==> config.mk <==
export PLATFORM = sky130hd
export DESIGN_NAME = dplc_top
export DESIGN_NICKNAME = d
export VERILOG_FILES = /design/src/hw/dplc_pkg.sv /design/src/hw/dplc_top.sv
export SDC_FILE = /design/constraint.sdc
export NUM_CORES = 2
export LEC_CHECK = 0
export ABC_AREA = 1
export BUFFER_PORTS_ARGS = -buffer_cell sky130_fd_sc_hd__buf_2
export CORE_MARGIN = 1.5
export CORE_UTILIZATION = 40
export DETAILED_ROUTE_END_ITERATION = 8
export HOLD_SLACK_MARGIN = 0.05
export PLACE_DENSITY = 0.55
export SLEW_MARGIN = 10
export SYNTH_ARGS = -nofsm -noshare
export SYNTH_HDL_FRONTEND = slang
export SYNTH_SLANG_ARGS = --single-unit
==> constraint.sdc <==
create_clock -name pclk -period 4.05 [get_ports pclk]
set_clock_uncertainty 0.1 [all_clocks]
set_input_delay 0.405 -clock pclk [delete_from_list [all_inputs] [get_ports pclk]]
set_output_delay 0.405 -clock pclk [all_outputs]
set_load 0.02 [all_outputs]
==> src/hw/dplc_pkg.sv <==
package dplc_pkg;

   // register byte offsets
   localparam logic [7:0] DPLC_OFF_CMD     = 8'h00;
   localparam logic [7:0] DPLC_OFF_DATA    = 8'h04;
   localparam logic [7:0] DPLC_OFF_STATUS  = 8'h08;
   localparam logic [7:0] DPLC_OFF_ERROR   = 8'h0C;
   localparam logic [7:0] DPLC_OFF_SEC     = 8'h10;
   localparam logic [7:0] DPLC_OFF_IDENT92 = 8'h14;
   localparam logic [7:0] DPLC_OFF_RESET   = 8'h18;

   // command codes
   localparam logic [7:0] DPLC_OP_SET_PW   = 8'hF1;
   localparam logic [7:0] DPLC_OP_UNLOCK   = 8'hF2;
   localparam logic [7:0] DPLC_OP_FREEZE   = 8'hF5;

   // parameter sector layout, in 16-bit words
   localparam logic [7:0] DPLC_WORD_LAST   = 8'hFF;
   localparam int         DPLC_PW_WORDS    = 16;
   localparam logic [7:0] DPLC_PW_FIRST    = 8'h01;
   localparam logic [7:0] DPLC_PW_LAST     = 8'h10;
   localparam logic [7:0] DPLC_REV_WORD    = 8'h11;
   localparam int         DPLC_CTL_ID_BIT  = 0;
   localparam int         DPLC_CTL_LVL_BIT = 8;
   localparam logic [15:0] DPLC_REV_KEEP_LO = 16'h0000;
   localparam logic [15:0] DPLC_REV_KEEP_HI = 16'hFFFF;

   // status and error bit positions
   localparam int DPLC_ST_BSY  = 7;
   localparam int DPLC_ST_RDY  = 6;
   localparam int DPLC_ST_DRQ  = 3;
   localparam int DPLC_ST_ERR  = 0;
   localparam int DPLC_ER_ABT  = 2;

   // security state readback bit positions
   localparam int DPLC_SEC_EN      = 0;
   localparam int DPLC_SEC_LOCKED  = 1;
   localparam int DPLC_SEC_MAX     = 2;
   localparam int DPLC_SEC_FROZEN  = 3;
   localparam int DPLC_SEC_EXPIRED = 4;
   localparam int DPLC_SEC_CNT_LO  = 8;

   // reset control bit positions
   localparam int DPLC_RST_HARD = 0;
   localparam int DPLC_RST_POR  = 1;

   // reset values
   localparam logic [2:0]  DPLC_ATTEMPTS_INIT = 3'h5;
   localparam logic [15:0] DPLC_MASTER_PW_INIT = 16'h0000;
   localparam logic [15:0] DPLC_REV_INIT       = 16'h0000;

   typedef enum logic [1:0] {
      DPLC_IDLE,
      DPLC_XFER,
      DPLC_EXEC
   } dplc_state_t;

endpackage

==> src/hw/dplc_top.sv <==
`timescale 1ns/1ps
// What this block does
// - set-password command stores user or master password and may enable locking.
// - user password set leaves device unlocked until the next power-on or hard reset.
// - master password set only records it; never causes locking later.
// - each password command takes exactly one 256-word sector, then acts on it.
// - word 0 bit 0 picks user/master, bit 8 picks high/maximum level.
// - password is words 1 to 16; all 32 bytes stored and compared.
// - word 17 revision code updates unless 0000h or FFFFh; master only.
// - stored master revision code is readable as identification word 92.
// - user at high level: lock from power-on; user or master password unlocks.
// - user at maximum level: only the user password unlocks.
// - master selected at either level never enables the lock feature.
// - matching unlock unlocks; later power-on or hard reset relocks if enabled.
// - unlock sector: word 0 bit 0 identifier, words 1 to 16 password.
// - master unlock compared at high level, refused at maximum level.
// - user unlock compared against stored user password.
// - mismatch aborts and decrements failed-attempt counter starting at five.
// - counter at zero rejects password commands until power-on reset, hard reset or power off.
// - lock feature off and user unlock named: abort.
// - frozen device rejects set-password and unlock; only power off unfreezes.
module dplc_top (
   // apb slave
   input  wire logic        pclk,
   input  wire logic        presetn,
   input  wire logic        psel,
   input  wire logic        penable,
   input  wire logic        pwrite,
   input  wire logic [7:0]  paddr,
   input  wire logic [31:0] pwdata,
   output logic      [31:0] prdata,
   output logic             pready,
   output logic             pslverr
);
   import dplc_pkg::*;

   dplc_state_t state_reg;
   logic [7:0]  cmd_reg;
   logic [7:0]  widx_reg;
   logic [15:0] ctl_reg;
   logic [15:0] rev_word_reg;
   logic [15:0] param_pw [DPLC_PW_WORDS];
   logic [15:0] user_pw  [DPLC_PW_WORDS];
   logic [15:0] master_pw[DPLC_PW_WORDS];
   logic [15:0] rev_code_reg;
   logic        lock_en_reg;
   logic        locked_reg;
   logic        level_max_reg;
   logic        frozen_reg;
   logic [2:0]  attempts_reg;
   logic        abt_reg;
   logic        err_reg;
   logic [31:0] prdata_reg;
   logic        pready_reg;
   logic        pslverr_reg;

   logic        setup_w;
   logic        wr_done;
   logic        addr_ok;
   logic        cmd_wr;
   logic        data_wr;
   logic        hard_rst;
   logic        por_rst;
   logic        any_rst;
   logic        expired;
   logic        id_master;
   logic        exec_set;
   logic        exec_unl;
   logic        unl_refuse;
   logic        unl_miss;
   logic        unl_ok;
   logic        pw_match;
   logic        cmd_pw;
   logic        cmd_reject;
   logic        rev_update;
   logic [31:0] rd_mux;

   assign prdata  = prdata_reg;
   assign pready  = pready_reg;
   assign pslverr = pslverr_reg;

   // apb decode
   assign setup_w = psel & ~penable;
   assign wr_done = psel & penable & pready_reg & pwrite & ~pslverr_reg;
   always_comb begin
      case (paddr)
         DPLC_OFF_CMD, DPLC_OFF_DATA, DPLC_OFF_STATUS, DPLC_OFF_ERROR,
         DPLC_OFF_SEC, DPLC_OFF_IDENT92, DPLC_OFF_RESET: addr_ok = 1'b1;
         default: addr_ok = 1'b0;
      endcase
   end

   assign cmd_wr   = wr_done & (paddr == DPLC_OFF_CMD) & (state_reg == DPLC_IDLE);
   assign data_wr  = wr_done & (paddr == DPLC_OFF_DATA) & (state_reg == DPLC_XFER);
   assign hard_rst = wr_done & (paddr == DPLC_OFF_RESET) & pwdata[DPLC_RST_HARD];
   assign por_rst  = wr_done & (paddr == DPLC_OFF_RESET) & pwdata[DPLC_RST_POR];
   assign any_rst  = hard_rst | por_rst;
   assign expired  = (attempts_reg == 3'h0);

   // password commands refused before any data moves
   assign cmd_pw     = (pwdata[7:0] == DPLC_OP_SET_PW) | (pwdata[7:0] == DPLC_OP_UNLOCK);
   assign cmd_reject = cmd_pw & (frozen_reg | expired);

   assign id_master  = ctl_reg[DPLC_CTL_ID_BIT];
   assign exec_set   = (state_reg == DPLC_EXEC) & (cmd_reg == DPLC_OP_SET_PW) & ~any_rst;
   assign exec_unl   = (state_reg == DPLC_EXEC) & (cmd_reg == DPLC_OP_UNLOCK) & ~any_rst;

   // full 32-byte compare against the selected stored password
   always_comb begin
      pw_match = 1'b1;
      for (int i = 0; i < DPLC_PW_WORDS; i++) begin
         if (id_master) begin
            if (param_pw[i] != master_pw[i]) pw_match = 1'b0;
         end else begin
            if (param_pw[i] != user_pw[i]) pw_match = 1'b0;
         end
      end
   end

   assign unl_refuse = exec_unl & ((id_master & level_max_reg) | (~id_master & ~lock_en_reg));
   assign unl_miss   = exec_unl & ~unl_refuse & ~pw_match;
   assign unl_ok     = exec_unl & ~unl_refuse & pw_match;
   assign rev_update = exec_set & id_master &
                       (rev_word_reg != DPLC_REV_KEEP_LO) & (rev_word_reg != DPLC_REV_KEEP_HI);

   // command sequencer
   always_ff @(posedge pclk or negedge presetn) begin
      if (!presetn) begin
         state_reg <= DPLC_IDLE;
         cmd_reg   <= 8'h00;
      end else if (any_rst) begin
         state_reg <= DPLC_IDLE;
      end else begin
         case (state_reg)
            DPLC_IDLE: begin
               if (cmd_wr) begin
                  cmd_reg <= pwdata[7:0];
                  if (cmd_pw && !cmd_reject) begin
                     state_reg <= DPLC_XFER;
                  end
               end
            end
            DPLC_XFER: begin
               if (data_wr && widx_reg == DPLC_WORD_LAST) begin
                  state_reg <= DPLC_EXEC;
               end
            end
            DPLC_EXEC: state_reg <= DPLC_IDLE;
            default:   state_reg <= DPLC_IDLE;
         endcase
      end
   end

   // sector word capture; reserved words dropped
   always_ff @(posedge pclk or negedge presetn) begin
      if (!presetn) begin
         widx_reg     <= 8'h00;
         ctl_reg      <= 16'h0000;
         rev_word_reg <= 16'h0000;
         for (int i = 0; i < DPLC_PW_WORDS; i++) begin
            param_pw[i] <= 16'h0000;
         end
      end else if (cmd_wr) begin
         widx_reg <= 8'h00;
      end else if (data_wr) begin
         widx_reg <= widx_reg + 8'h01;
         if (widx_reg == 8'h00) begin
            ctl_reg <= pwdata[15:0];
         end
         if (widx_reg >= DPLC_PW_FIRST && widx_reg <= DPLC_PW_LAST) begin
            param_pw[4'(widx_reg - DPLC_PW_FIRST)] <= pwdata[15:0];
         end
         if (widx_reg == DPLC_REV_WORD) begin
            rev_word_reg <= pwdata[15:0];
         end
      end
   end

   // stored passwords and revision code
   always_ff @(posedge pclk or negedge presetn) begin
      if (!presetn) begin
         rev_code_reg <= DPLC_REV_INIT;
         for (int i = 0; i < DPLC_PW_WORDS; i++) begin
            user_pw[i]   <= 16'h0000;
            master_pw[i] <= DPLC_MASTER_PW_INIT;
         end
      end else if (exec_set) begin
         for (int i = 0; i < DPLC_PW_WORDS; i++) begin
            if (id_master) begin
               master_pw[i] <= param_pw[i];
            end else begin
               user_pw[i] <= param_pw[i];
            end
         end
         if (rev_update) begin
            rev_code_reg <= rev_word_reg;
         end
      end
   end

   // lock feature and lock state
   always_ff @(posedge pclk or negedge presetn) begin
      if (!presetn) begin
         lock_en_reg   <= 1'b0;
         locked_reg    <= 1'b0;
         level_max_reg <= 1'b0;
      end else if (any_rst) begin
         locked_reg <= lock_en_reg;
      end else if (exec_set && !id_master) begin
         lock_en_reg   <= 1'b1;
         level_max_reg <= ctl_reg[DPLC_CTL_LVL_BIT];
      end else if (unl_ok) begin
         locked_reg <= 1'b0;
      end
   end

   // frozen mode, left only by power off
   always_ff @(posedge pclk or negedge presetn) begin
      if (!presetn) begin
         frozen_reg <= 1'b0;
      end else if (cmd_wr && pwdata[7:0] == DPLC_OP_FREEZE && !expired) begin
         frozen_reg <= 1'b1;
      end
   end

   // failed-attempt counter
   always_ff @(posedge pclk or negedge presetn) begin
      if (!presetn) begin
         attempts_reg <= DPLC_ATTEMPTS_INIT;
      end else if (any_rst) begin
         attempts_reg <= DPLC_ATTEMPTS_INIT;
      end else if (unl_miss) begin
         attempts_reg <= attempts_reg - 3'h1;
      end
   end

   // command completion flags
   always_ff @(posedge pclk or negedge presetn) begin
      if (!presetn) begin
         abt_reg <= 1'b0;
         err_reg <= 1'b0;
      end else if (any_rst) begin
         abt_reg <= 1'b0;
         err_reg <= 1'b0;
      end else if (cmd_wr) begin
         abt_reg <= 1'b0;
         err_reg <= 1'b0;
         if (cmd_reject || (!cmd_pw && pwdata[7:0] != DPLC_OP_FREEZE)
             || (pwdata[7:0] == DPLC_OP_FREEZE && expired)) begin
            abt_reg <= 1'b1;
            err_reg <= 1'b1;
         end
      end else if (unl_refuse || unl_miss) begin
         abt_reg <= 1'b1;
         err_reg <= 1'b1;
      end
   end

   // read mux
   always_comb begin
      rd_mux = 32'h0000_0000;
      case (paddr)
         DPLC_OFF_STATUS: begin
            rd_mux[DPLC_ST_BSY] = (state_reg == DPLC_EXEC);
            rd_mux[DPLC_ST_RDY] = 1'b1;
            rd_mux[DPLC_ST_DRQ] = (state_reg == DPLC_XFER);
            rd_mux[DPLC_ST_ERR] = err_reg;
         end
         DPLC_OFF_ERROR:   rd_mux[DPLC_ER_ABT] = abt_reg;
         DPLC_OFF_SEC: begin
            rd_mux[DPLC_SEC_EN]      = lock_en_reg;
            rd_mux[DPLC_SEC_LOCKED]  = locked_reg;
            rd_mux[DPLC_SEC_MAX]     = level_max_reg;
            rd_mux[DPLC_SEC_FROZEN]  = frozen_reg;
            rd_mux[DPLC_SEC_EXPIRED] = expired;
            rd_mux[DPLC_SEC_CNT_LO +: 3] = attempts_reg;
         end
         DPLC_OFF_IDENT92: rd_mux[15:0] = rev_code_reg;
         default:          rd_mux = 32'h0000_0000;
      endcase
   end

   // apb response, one access cycle
   always_ff @(posedge pclk or negedge presetn) begin
      if (!presetn) begin
         pready_reg  <= 1'b0;
         pslverr_reg <= 1'b0;
         prdata_reg  <= 32'h0000_0000;
      end else begin
         pready_reg  <= setup_w;
         pslverr_reg <= setup_w & ~addr_ok;
         prdata_reg  <= (setup_w && !pwrite) ? rd_mux : 32'h0000_0000;
      end
   end
endmodule // dplc_top

==> impl_table.tex <==
\begin{tabular}{lr}
\hline
Metric & Value \\
\hline
\multicolumn{2}{l}{\textbf{Logic synthesis}} \\
\quad Post-synth top flop & dfrtp\_1 \\
\quad Gate count of the mapped netlist & 4933 \\
\quad Share of the yosys chip area belonging to registers & 0.537 \\
\quad YS warnings & 0 \\
\quad Number of distinct standard cells referenced by the synthesized netlist & 40 \\
\quad Post-synth EDFFs & 0 \\
\quad Share of flip-flops with an asynchronous set or reset after synthesis & 1.00 \\
\quad Post-Syn Area per Cell & 7.99 um2 \\
\quad Flop and latch count out of synthesis & 846 \\
\quad Netlist Area Pre-Place & 0.0394 mm2 \\
\multicolumn{2}{l}{\textbf{CTS}} \\
\quad Worst-skew pair later-pin latency & 650 ps \\
\quad Number of sinks driven by the clock tree & 846 \\
\quad CTS clock-pin slew for the worst setup and hold paths & 60 ps \\
\quad Clk root buf & clkbuf\_16 \\
\quad Num CTS Buffers & 93 \\
\quad Post-CTS Setup Inserts & 0 \\
\quad CTS tree & done \\
\quad CTS H-tree depth & 3 \\
\quad Maximum number of buffers from clock root to sink & 3 \\
\multicolumn{2}{l}{\textbf{Floorplanning}} \\
\quad Ports & 79 \\
\quad Vertical die dimension & 317 um \\
\quad Die span in x & 317 um \\
\quad Total core area & 0.0971 mm2 \\
\quad Initial Util & 0.406 \\
\quad Die outline area & 0.100 mm2 \\
\quad Placement Rows & 114 \\
\multicolumn{2}{l}{\textbf{Detailed routing}} \\
\quad Initial DRC Count & 2411 \\
\quad Final WL & 97.6 mm \\
\quad Mean routed wirelength per cell & 15.5 um \\
\quad Vias per cell & 4.73 \\
\quad Number of vias after detailed routing & 29800 \\
\quad Number of nets still failing antenna checks after routing & 0 \\
\quad First-pass detailed-route iteration total & 5 \\
\quad DRC violation count after routing & 0 \\
\multicolumn{2}{l}{\textbf{Worst setup path}} \\
\quad CP startpoint kind & register \\
\quad CP Data Arrival Time & 3550 ps \\
\quad CP endpoint kind & register \\
\quad Number of cell instances on the worst register-to-register path & 8 \\
\quad Required @ worst endpoint & 4490 ps \\
\quad Buffering stage count on the worst path with inverters included & 1 \\
\quad Critical Path Max Stage Delay & 760 ps \\
\quad Critical path peak fanout & 32 \\
\quad Crit path max-delay cell type & nand4\_2 \\
\quad Series of cell instances along the critical path & inv\_1 -> ha\_1 -> nand2\_1 -> nor2\_1 -> a21oi\_1 -> nor3\_2 -> nand4\_2 -> o21ai\_0 \\
\quad Worst R2R Start & widx\_reg[0]\$\_DFFE\_PN0P\_ \\
\quad Kind of cell adding the most delay to the critical path & simple AND/OR/NAND/NOR gates \\
\quad Category of the most critical setup path & reg -> reg \\
\quad Reg-to-reg slack, setup & 950 ps \\
\quad End of the worst register-to-register path & param\_pw[194]\$\_DFFE\_PN0P\_ \\
\multicolumn{2}{l}{\textbf{Timing}} \\
\quad Final hold violations & 0 \\
\quad \# setup viols final & 0 \\
\quad Max-slew headroom at the worst pin & 0.197 \\
\quad Final Critical Period & 3100 ps \\
\quad Actual transition at the worst max-transition pin & 1200 ps \\
\quad Setup repair after global routing missed its margin & false \\
\quad Number of pins with negative max-slew slack in the final report & 0 \\
\quad Achievable Freq & 322 MHz \\
\quad Total Neg Setup Slack & 0 ps \\
\quad Share of the cycle needed by the critical path after routing & 0.767 \\
\multicolumn{2}{l}{\textbf{Global routing}} \\
\quad Gr ovfl total & 0 \\
\quad Initial antenna violation count & 10 \\
\quad Via count of the first global-routing pass & 27800 \\
\quad Global-route wire length before repair & 156 mm \\
\quad Pin count of the biggest net entering global routing & 173 \\
\quad Global-route usage over all layers & 0.197 \\
\multicolumn{2}{l}{\textbf{Final layout}} \\
\quad Area overhead of the layout relative to synthesis & 12.4\% \\
\quad Largest registers ranked by flip-flop count & master\_pw: 256 flops, param\_pw: 256 flops, user\_pw: 256 flops \\
\quad Final non-filler cell area & 0.0443 mm2 \\
\quad Antenna Cells & 0 \\
\quad Share of final-layout standard cells stronger than drive strength 1 & 0.0591 \\
\quad Nets@finish & 5003 \\
\multicolumn{2}{l}{\textbf{Hold path}} \\
\quad Class of the tightest hold or removal check & in -> async \\
\multicolumn{2}{l}{\textbf{Place}} \\
\quad Port-buffer cells & 46 \\
\quad Total cell area at the placement stage & 0.0410 mm2 \\
\quad Final RePlAce weighted congestion & 0.791 \\
\quad HPWL after detailed placement & 59.8 mm \\
\multicolumn{2}{l}{\textbf{Run}} \\
\quad Count of max-cap constraint violations & 0 \\
\multicolumn{2}{l}{\textbf{Pwr}} \\
\quad Highest ir drop seen on vdd & 0.278 mV \\
\quad Areal power density over the cells & 399 mW/mm2 \\
\quad Static Leak & 20.4 nW \\
\multicolumn{2}{l}{\textbf{Run status}} \\
\quad Status & complete, no violations \\
\hline
\end{tabular}
-- per-layer routing --
metal	vias to the layer above	GRT usage	share of wire
met5	-	0	0.000092
met4	2	0.0544	0.024
met3	136	0.0255	0.033
met2	402	0.311	0.45
met1	13900	0.285	0.49
li1	15400	-	-
-- layout by cell type (no fill, tap or decap), drive strengths merged, types with 14 or more instances in the layout --
master and n:
xor2 40, nand3 57, a21oi 14, or2 15
conb 16, nor2 267, dfrtp 844, xnor2 158
buf 101, nand4 83, o21ai 870, clkbuf 133
inv 619, clkinv 29, nand2 1686, nor3 21
-- how the worst max path moves through the flow --
stage | from | end | slack [ps] | cells after the start
3_3_place_gp | widx_reg[0]$_DFFE_PN0P_ | param_pw[192]$_DFFE_PN0P_ | 1050 | 8
4_1_cts | widx_reg[0]$_DFFE_PN0P_ | param_pw[194]$_DFFE_PN0P_ | 960 | 8
3_5_place_dp | widx_reg[0]$_DFFE_PN0P_ | param_pw[204]$_DFFE_PN0P_ | 940 | 8
2_1_floorplan | widx_reg[0]$_DFFE_PN0P_ | param_pw[32]$_DFFE_PN0P_ | 1700 | 7
6_report | widx_reg[0]$_DFFE_PN0P_ | param_pw[194]$_DFFE_PN0P_ | 950 | 8
5_1_grt | widx_reg[0]$_DFFE_PN0P_ | param_pw[194]$_DFFE_PN0P_ | 600 | 8
-- logic make-up (layout without fill, tap and decap cells) --
| group | count (synthesis) | in the layout | synth area share |
|---|---|---|---|
| buffers and inverters | 821 | 899 | 0.0819 |
| and+or+nand+nor | 2149 | 2149 | 0.217 |
| xor gates and xnor gates | 198 | 198 | 0.0442 |
| AOI/OAI and AO/OA | 908 | 908 | 0.117 |
| other | 1 | 16 | 0.0000951 |
| DFF | 846 | 846 | 0.537 |
| adders and majority gates | 9 | 9 | 0.00286 |
| muxes | 1 | 1 | 0.000286 |
-- power by group --
part	leakage [nW]	switching, W	internal, W
registers	11.8	0.00000149	0.00846
logic	6.96	0.000333	0.0000418
clock network	1.61	0.00354	0.00532
-- repair_timing --
item                      4_1_cts  5_1_grt
hold endpoints to repair      477        0
gates resized for setup         0        0
hold buffers                    8        0
-- cells in the mapped netlist (16+ instances only) --
cell type	number	area (um2)
nand3_1	55	275
nor3_1	19	95.1
buf_2	64	320
xnor2_1	158	1380
dfrtp_1	844	21100
clkbuf_1	122	458
o21ai_1	16	80.1
buf_4	16	120
nand4_1	73	457
xor2_1	39	342
nand2_1	1686	6330
o21ai_0	854	4270
nor2_1	267	1000
inv_1	615	2310
-- area by class of cell --
type	instances	area, um2
flip-flops and latches	846	21200
well taps	1276	1600
inverters	618	2320
fillers	9541	52800
multi-input cells	3281	15100
repair buffers	109	908
clock inverters	39	447
clock buffers	133	2760
-- stage by stage --
stage | instances | setup slack [ps] | hold slack [ps] | util | power [W]
6_report | 6302 | 945 | 111 | 0.456 | 0.0177
5_1_grt | 6302 | 599 | 97.7 | 0.456 | 0.0183
3_5_place_dp | 6122 | 938 | 179 | 0.422 | 0.00900
2_1_floorplan | 4948 | 1700 | 9.41 | - | 0.00868
4_1_cts | 6302 | 957 | 78.9 | 0.456 | 0.0179
3_3_place_gp | 6122 | 1050 | 181 | 0.422 | 0.00900
Note: power is estimated with default switching activity, not from simulation.
